### src/hdl/wdc_defines.svh
`ifndef WDC_DEFINES_SVH
`define WDC_DEFINES_SVH

// ----------------------------------------------------------------
// watchdog_control field positions
// ----------------------------------------------------------------
`define WDC_BIT_UNLOCK 0
`define WDC_BIT_ENABLE 1
`define WDC_BIT_STATUS 2
`define WDC_BIT_RSEL 3
`define WDC_PRE_LSB 4
`define WDC_PRE_MSB 7

// ----------------------------------------------------------------
// reset values and codes
// ----------------------------------------------------------------
`define WDC_RST_VAL 8'h00
`define WDC_RSEL_RST 1'b0
`define WDC_PRE_RST 4'h0
`define WDC_PRE_IMMEDIATE 4'h8

// ----------------------------------------------------------------
// timing counts
// ----------------------------------------------------------------
`define WDC_TICK_CYCLES 1024
`define WDC_CNT_W 32

`endif

### src/hdl/wdc_pkg.sv
`default_nettype none

package wdc_pkg;

  // ----------------------------------------------------------------
  // unlock sequence states, one-hot
  // ----------------------------------------------------------------
  typedef enum logic [2:0] {
    WDC_LOCKED = 3'b001,  // writes ignored except the unlock
    WDC_ARMING = 3'b010,  // unlock seen, its instruction still running
    WDC_OPEN = 3'b100     // next instruction may write the register
  } wdc_unlock_t;

  // prescaler select field
  typedef logic [3:0] wdc_pre_t;

  // timeout limit in cycles for a prescaler code, zero for no count
  function automatic logic [31:0] wdc_limit(input logic [3:0] pre, input logic [31:0] base);
    logic [31:0] lim;
    lim = 32'h0;
    if (pre < 4'h8) begin
      lim = base << pre;
    end
    return lim;
  endfunction

endpackage

`default_nettype wire

### src/hdl/wdc_timer_if.sv
`default_nettype none

// ----------------------------------------------------------------
// control link between register logic and timeout counter
// ----------------------------------------------------------------
interface wdc_timer_if;
  logic run;                  // counter enabled
  logic restart;              // one-cycle pulse, clears the counter
  wdc_pkg::wdc_pre_t pre;     // period select
  logic timeout;              // one-cycle pulse at expiry

  modport ctrl (output run, output restart, output pre, input timeout);
  modport timer (input run, input restart, input pre, output timeout);
endinterface

`default_nettype wire

### src/hdl/wdc_timer.sv
`include "wdc_defines.svh"
`default_nettype none

// ----------------------------------------------------------------
// timeout counter
// ----------------------------------------------------------------
module wdc_timer #(
  parameter int unsigned TICK_CYCLES = `WDC_TICK_CYCLES
) (
  // clock and reset
  input wire logic i_sys_clk,
  input wire logic i_rst_n,
  input wire logic i_clk_en,
  // control link
  wdc_timer_if.timer tif
);

  logic [`WDC_CNT_W-1:0] cnt_ff;  // cycles since restart
  logic timeout_ff;               // expiry pulse
  logic [31:0] limit;             // period of current selection
  logic expire;                   // count reached the period

  // period from the prescaler code
  always_comb begin
    limit = wdc_pkg::wdc_limit(tif.pre, 32'(TICK_CYCLES));
  end

  // immediate code expires at once, reserved codes never
  always_comb begin
    if (tif.pre == `WDC_PRE_IMMEDIATE) begin
      expire = 1'b1;
    end else if (limit == 32'h0) begin
      expire = 1'b0;
    end else begin
      expire = (cnt_ff == (limit - 32'h1));
    end
  end

  // counter, cleared by restart, wraps at expiry
  always_ff @(posedge i_sys_clk) begin
    if (!i_rst_n) begin
      cnt_ff <= '0;
    end else if (i_clk_en) begin
      if (tif.restart || !tif.run || expire) begin
        cnt_ff <= '0;
      end else begin
        cnt_ff <= cnt_ff + 32'h1;
      end
    end
  end

  // expiry pulse, suppressed by a restart in the same cycle
  always_ff @(posedge i_sys_clk) begin
    if (!i_rst_n) begin
      timeout_ff <= 1'b0;
    end else if (i_clk_en) begin
      timeout_ff <= tif.run && !tif.restart && expire && !timeout_ff;
    end
  end

  assign tif.timeout = timeout_ff;

endmodule

`default_nettype wire

### src/hdl/wdc_top.sv
`include "wdc_defines.svh"
`default_nettype none

// What this block does
// - timeout sets the status flag
// - flag clears by write 0 or hard reset
// - writing enable 1 enables and restarts counters
// - unrenewed timeout raises reset or interrupt
// - enable clears on write0, reset response, supply
// - writes land only right after unlock

// ----------------------------------------------------------------
// watchdog control and status register
// ----------------------------------------------------------------
module wdc_top #(
  parameter int unsigned TICK_CYCLES = `WDC_TICK_CYCLES
) (
  // clock, reset, enable
  input wire logic i_sys_clk,
  input wire logic i_rst_n,
  input wire logic i_clk_en,
  // register port from the core
  input wire logic i_reg_wr,
  input wire logic [7:0] i_reg_wdata,
  input wire logic i_bit_wr,
  input wire logic [2:0] i_bit_idx,
  input wire logic i_bit_val,
  input wire logic i_instr_end,
  output logic [7:0] o_reg_rdata,
  // system events
  input wire logic i_supply_monitor_irq,
  // watchdog responses
  output logic o_wdt_reset,
  output logic o_wdt_irq,
  output logic o_wdt_running
);

  // ----------------------------------------------------------------
  // state
  // ----------------------------------------------------------------
  wdc_pkg::wdc_unlock_t unlock_ff;      // unlock sequence state
  wdc_pkg::wdc_unlock_t nxt_unlock;     // next unlock state
  logic status_ff;                      // timeout_status_flag
  logic enable_ff;                      // watchdog_enable_restart
  logic rsel_ff;                        // response_select
  wdc_pkg::wdc_pre_t pre_ff;            // prescaler field
  logic reset_ff;                       // reset request pulse
  logic irq_ff;                         // interrupt request pulse
  logic restart_ff;                     // counter restart pulse

  // ----------------------------------------------------------------
  // write merging
  // ----------------------------------------------------------------
  logic any_wr;            // byte or bit write this cycle
  logic [7:0] cur_val;     // present register image
  logic [7:0] wr_val;      // image after the write
  logic unlock_req;        // write that sets the unlock bit
  logic wr_ok;             // write that may change the register
  logic timeout;           // counter expiry

  wdc_timer_if tif ();

  // current image, unlock bit shows the arming or open state
  always_comb begin
    cur_val = {pre_ff, rsel_ff, status_ff, enable_ff, (unlock_ff != wdc_pkg::WDC_LOCKED)};
  end

  // merge a byte or single-bit write into the image
  always_comb begin
    wr_val = cur_val;
    if (i_reg_wr) begin
      wr_val = i_reg_wdata;
    end else if (i_bit_wr) begin
      wr_val[i_bit_idx] = i_bit_val;
    end
  end

  assign any_wr = i_reg_wr || i_bit_wr;
  assign unlock_req = any_wr && wr_val[`WDC_BIT_UNLOCK] && (unlock_ff == wdc_pkg::WDC_LOCKED);
  assign wr_ok = any_wr && (unlock_ff == wdc_pkg::WDC_OPEN);
  assign timeout = tif.timeout;

  // ----------------------------------------------------------------
  // unlock sequence
  // ----------------------------------------------------------------

  // next state of the unlock sequence
  always_comb begin
    nxt_unlock = unlock_ff;
    case (unlock_ff)
      wdc_pkg::WDC_LOCKED: begin
        // unlock write arms; ends now if its instruction ends now
        if (unlock_req && i_instr_end) begin
          nxt_unlock = wdc_pkg::WDC_OPEN;
        end else if (unlock_req) begin
          nxt_unlock = wdc_pkg::WDC_ARMING;
        end
      end
      wdc_pkg::WDC_ARMING: begin
        // wait for the unlocking instruction to finish
        if (i_instr_end) begin
          nxt_unlock = wdc_pkg::WDC_OPEN;
        end
      end
      wdc_pkg::WDC_OPEN: begin
        // one instruction only, written or not
        if (i_instr_end || wr_ok) begin
          nxt_unlock = wdc_pkg::WDC_LOCKED;
        end
      end
      default: begin
        nxt_unlock = wdc_pkg::WDC_LOCKED;
      end
    endcase
  end

  // unlock state register
  always_ff @(posedge i_sys_clk) begin
    if (!i_rst_n) begin
      unlock_ff <= wdc_pkg::WDC_LOCKED;
    end else if (i_clk_en) begin
      unlock_ff <= nxt_unlock;
    end
  end

  // ----------------------------------------------------------------
  // register fields
  // ----------------------------------------------------------------

  // prescaler and response select, writable only when open
  always_ff @(posedge i_sys_clk) begin
    if (!i_rst_n) begin
      pre_ff <= `WDC_PRE_RST;
      rsel_ff <= `WDC_RSEL_RST;
    end else if (i_clk_en && wr_ok) begin
      pre_ff <= wr_val[`WDC_PRE_MSB:`WDC_PRE_LSB];
      rsel_ff <= wr_val[`WDC_BIT_RSEL];
    end
  end

  // status flag: timeout sets, write 0 clears, set wins
  always_ff @(posedge i_sys_clk) begin
    if (!i_rst_n) begin
      status_ff <= 1'b0;
    end else if (i_clk_en) begin
      if (timeout) begin
        status_ff <= 1'b1;
      end else if (wr_ok && !wr_val[`WDC_BIT_STATUS]) begin
        status_ff <= 1'b0;
      end
    end
  end

  // enable bit and its clear conditions
  // a reset response wins over a same-cycle enable write
  always_ff @(posedge i_sys_clk) begin
    if (!i_rst_n) begin
      enable_ff <= 1'b0;
    end else if (i_clk_en) begin
      if (i_supply_monitor_irq) begin
        enable_ff <= 1'b0;
      end else if (timeout && !rsel_ff) begin
        enable_ff <= 1'b0;
      end else if (wr_ok) begin
        enable_ff <= wr_val[`WDC_BIT_ENABLE];
      end
    end
  end

  // restart pulse whenever an accepted write sets enable
  always_ff @(posedge i_sys_clk) begin
    if (!i_rst_n) begin
      restart_ff <= 1'b0;
    end else if (i_clk_en) begin
      restart_ff <= wr_ok && wr_val[`WDC_BIT_ENABLE];
    end
  end

  // ----------------------------------------------------------------
  // responses
  // ----------------------------------------------------------------

  // reset or interrupt on expiry, picked by response select
  always_ff @(posedge i_sys_clk) begin
    if (!i_rst_n) begin
      reset_ff <= 1'b0;
      irq_ff <= 1'b0;
    end else if (i_clk_en) begin
      reset_ff <= timeout && !rsel_ff;
      irq_ff <= timeout && rsel_ff;
    end
  end

  // ----------------------------------------------------------------
  // counter hookup
  // ----------------------------------------------------------------
  assign tif.run = enable_ff;
  assign tif.restart = restart_ff;
  assign tif.pre = pre_ff;

  wdc_timer #(
    .TICK_CYCLES(TICK_CYCLES)
  ) u_timer (
    .i_sys_clk(i_sys_clk),
    .i_rst_n(i_rst_n),
    .i_clk_en(i_clk_en),
    .tif(tif.timer)
  );

  // ----------------------------------------------------------------
  // outputs
  // ----------------------------------------------------------------
  assign o_reg_rdata = cur_val;
  assign o_wdt_reset = reset_ff;
  assign o_wdt_irq = irq_ff;
  assign o_wdt_running = enable_ff;

endmodule

`default_nettype wire

### config.mk
export PLATFORM = sky130hd
export DESIGN_NAME = wdc_top
export DESIGN_NICKNAME = d
export VERILOG_FILES = /design/src/hdl/wdc_pkg.sv /design/src/hdl/wdc_timer_if.sv /design/src/hdl/wdc_timer.sv /design/src/hdl/wdc_top.sv
export VERILOG_INCLUDE_DIRS = /design/src /design/src/hdl
export SDC_FILE = /design/constraint.sdc
export NUM_CORES = 1
export LEC_CHECK = 0
export BUFFER_PORTS_ARGS = -buffer_cell sky130_fd_sc_hd__buf_2
export CAP_MARGIN = 20
export CORE_MARGIN = 2
export CORE_UTILIZATION = 55
export CTS_BUF_LIST = sky130_fd_sc_hd__clkbuf_8
export CTS_CLUSTER_SIZE = 30
export DETAILED_ROUTE_END_ITERATION = 12
export GPL_ROUTABILITY_DRIVEN = 1
export GPL_TIMING_DRIVEN = 1
export PLACE_DENSITY = 0.76
export SKIP_CTS_REPAIR_TIMING = 1
export SKIP_LAST_GASP = 1
export SYNTH_ARGS = -nofsm -noshare
export SYNTH_HDL_FRONTEND = slang
export SYNTH_SLANG_ARGS = --single-unit
### constraint.sdc
create_clock -name i_sys_clk -period 4 [get_ports i_sys_clk]
set_input_delay 0.6 -clock i_sys_clk [delete_from_list [all_inputs] [get_ports i_sys_clk]]
set_output_delay 0.6 -clock i_sys_clk [all_outputs]
set_load 0.01 [all_outputs]
==> metrics.txt <==
status=finished, final reports clean; Clock transition at path regs=~0.080 ns; max reg flops=32; number of flops mapped to enable cells by yosys=0; Seq cells post-synth=between 40 and 50; crit path time final=about 3.0 ns; Die X=~74 um; number of global-route vias before repair=between 2000 and 2500; Worst setup SP type=register; share of layout cells above drive strength 1=roughly 13%; CTS root buf=clkbuf_8; Detailed Routing Iterations Pass 1=4; cell area after synthesis=2710 sq um; Post-Syn Nets=around 360; Worst Setup SP=pre_ff[3]; synth unique cells=56; 1st-iter DRT viols=around 110; largest reg by FF count=u_timer.cnt_ff; Worst Skew=0.00248 ns; TNS Setup=0 ns; GP Congestion=a little over 0.9; unrepaired setup endpoints after global routing=no; first-pass GRT wire length=between 9 and 10 mm; clk_lat worst skew=just under 0.3 ns; Syn Area/Cell=a little over 8 sq um; core area=approximately 4700 sq um; Setup WS post-layout=around 1.0 ns; H-tree Lvls=2; Req. time, crit path=4.18 ns; diode count=0; kind of critical path=register to register; final hold violation count=0; GRT overflow=0; final wirelength=between 5 and 6 mm; initial antenna violation count=0; worst hold slack=about 0.47 ns; Clock Tree Buf Depth=2; Top Registers=u_timer.cnt_ff: 32 flops, pre_ff: 4 flops, unlock_ff: 3 flops; Gate Count Post-Synth=between 300 and 400; register area share after synthesis=34.0%; Most used DFF post-synth=dfxtp_1; CTS tree=done; clock tree sinks=46; # Max-Cap Violations=0; slowest stage delay, CP=roughly 0.59 ns; port bufs=29; worst path cell trace=buf_4 -> or4_1 -> ha_1 -> xnor2_1 -> xnor2_1 -> a2111oi_2 -> o2111ai_1 -> o41ai_4 -> buf_4 -> nor2_1; Starting Density=between 50% and 60%; Die Area=about 5500 sq um; Tightest Pin Transition=~0.54 ns; Area growth syn-to-layout=9.14%; Syn. warnings=0; number of buffers created by CTS=5; Hold Startpoint=o_wdt_irq; async set-reset flop share out of synthesis=0%; DR DRC count=0; via count=roughly 2400; Power Dens Cells=about 280 nW/um^2; # IOs=30; Via density=between 5 and 6; Max FO, Critical Path=29; largest net degree at the start of global routing=30; slowest cell on the critical path=or4_1; ANT nets after route=0; Wirelength per Cell=13.2 um; CP Capture Type=register; post-DP HPWL=about 4.2 mm; count of final setup violators=0; Max Slew Vio Count=0; WP data arrival=~3.2 ns; period utilization=75.0%; Leak=1.02 nW; Worst Hold Class=register to register; Fmax achieved=333 MHz; Final #Nets=roughly 380; # rows=25; RR Startpoint=pre_ff[3]; total track usage=between 20% and 30%; Die H=roughly 74 um; Slew Limit Headroom=between 60% and 70%; pre-CTS WS=0.993 ns; worst vdd rail ir drop=~0.19 mV
-- placed cells by master, fill, tap and decap left out, drive strengths merged, types with 2 or more instances in the layout --
cell type	count
nand2b	5
nor3	11
nand4	12
a211oi	4
nand3	16
o41ai	3
a31oi	6
dfxtp	46
buf	32
ha	3
clkbuf	6
and3	5
mux2i	5
a32oi	2
nor4	6
a32o	2
or3	2
xnor2	17
and2	2
xor2	17
inv	6
clkinv	2
o211ai	2
a21oi	13
nand2	23
a21o	3
and4	4
a22oi	2
nor2	57
nor2b	11
nor4b	5
or4	4
o21ai	7
-- routing by layer --
layer,GRT usage [%],vias up,share of wire [%]
li1,-,1247,-
met1,30.0,1101,51
met2,35.5,39,44
met3,3.79,8,3.1
met4,5.95,0,1.5
met5,0,-,0
-- synthesized netlist by cell type, drive strengths merged (3+ instances only) --
cell / count / share of area, %
a21o: 3 / 0.83
xnor2: 17 / 5.5
nand2b: 5 / 1.2
a21oi: 13 / 2.4
a31oi: 6 / 1.4
and3: 5 / 1.2
mux2i: 5 / 1.8
o41ai: 3 / 1.5
nand3: 16 / 3.0
nand4: 12 / 2.8
clkbuf: 7 / 0.97
inv: 5 / 0.69
buf: 13 / 3.0
o21ai: 7 / 1.3
nor3: 11 / 2.0
or4: 4 / 1.1
nor2: 57 / 7.9
nand2: 23 / 3.2
nor4b: 5 / 2.2
nor2b: 11 / 2.5
a211oi: 4 / 1.1
nor4: 6 / 1.6
dfxtp: 46 / 34
ha: 3 / 1.4
xor2: 17 / 5.5
and4: 4 / 1.3
-- cells by family (layout without fill, tap and decap cells) --
| family | Yosys count | in the layout | synth area share, % |
|---|---|---|---|
| AOI/OAI and AO/OA | 56 | 56 | 15.1 |
| xor gates and xnor gates | 34 | 34 | 11.0 |
| adders and majority gates | 3 | 3 | 1.38 |
| buffers and inverters | 26 | 46 | 4.75 |
| DFF | 46 | 46 | 34.0 |
| muxes | 5 | 5 | 1.85 |
| and+or+nand+nor | 167 | 167 | 32.0 |
-- metrics by stage --
| stage | power (mW) | instances | utilization, % | instance area [sq um] |
|---|---|---|---|---|
| after global routing | 0.877 | 424 | 62.6 | 2960 |
| after detailed placement | 0.562 | 416 | 60.7 | 2870 |
| after floorplan | 0.534 | 337 | - | 2710 |
| after global placement | 0.559 | 416 | 60.7 | 2870 |
| final | 0.836 | 424 | 62.6 | 2960 |
| after CTS | 0.846 | 424 | 62.6 | 2960 |
-- worst paths after layout --
check | cells after the start | slack [ns] | to
max | 10 | 1.0 | u_timer.cnt_ff[7]
min | 2 | 0.47 | o_wdt_irq
max reg2reg | 10 | 1.0 | u_timer.cnt_ff[7]
min reg2reg | 2 | 0.47 | o_wdt_irq
-- area by class of cell --
class                   count  area, sq um
fillers                   427         1760
clock inverters             2         8.76
inverters                   6         22.5
repair buffers             32          168
multi-input cells         265         1670
clock buffers               6         82.6
flip-flops and latches     46          921
well taps                  67         83.8
-- report_power, final --
group	total [mW]	internal [mW]	switching, mW
combinational	0.0837	0.0342	0.0495
clock	0.285	0.137	0.148
sequential	0.467	0.461	0.00598
total	0.836	0.633	0.203
-- critical path, delay by kind of cell, from the launching register on --
kind	cells	cell delay, ns
AOI/OAI and AO/OA	3	0.73
and+or+nand+nor	2	0.68
buffers and inverters	2	0.52
DFF	1	0.30
xor gates and xnor gates	2	0.30
adders and majority gates	1	0.31
(Power assumes the default switching activity.)
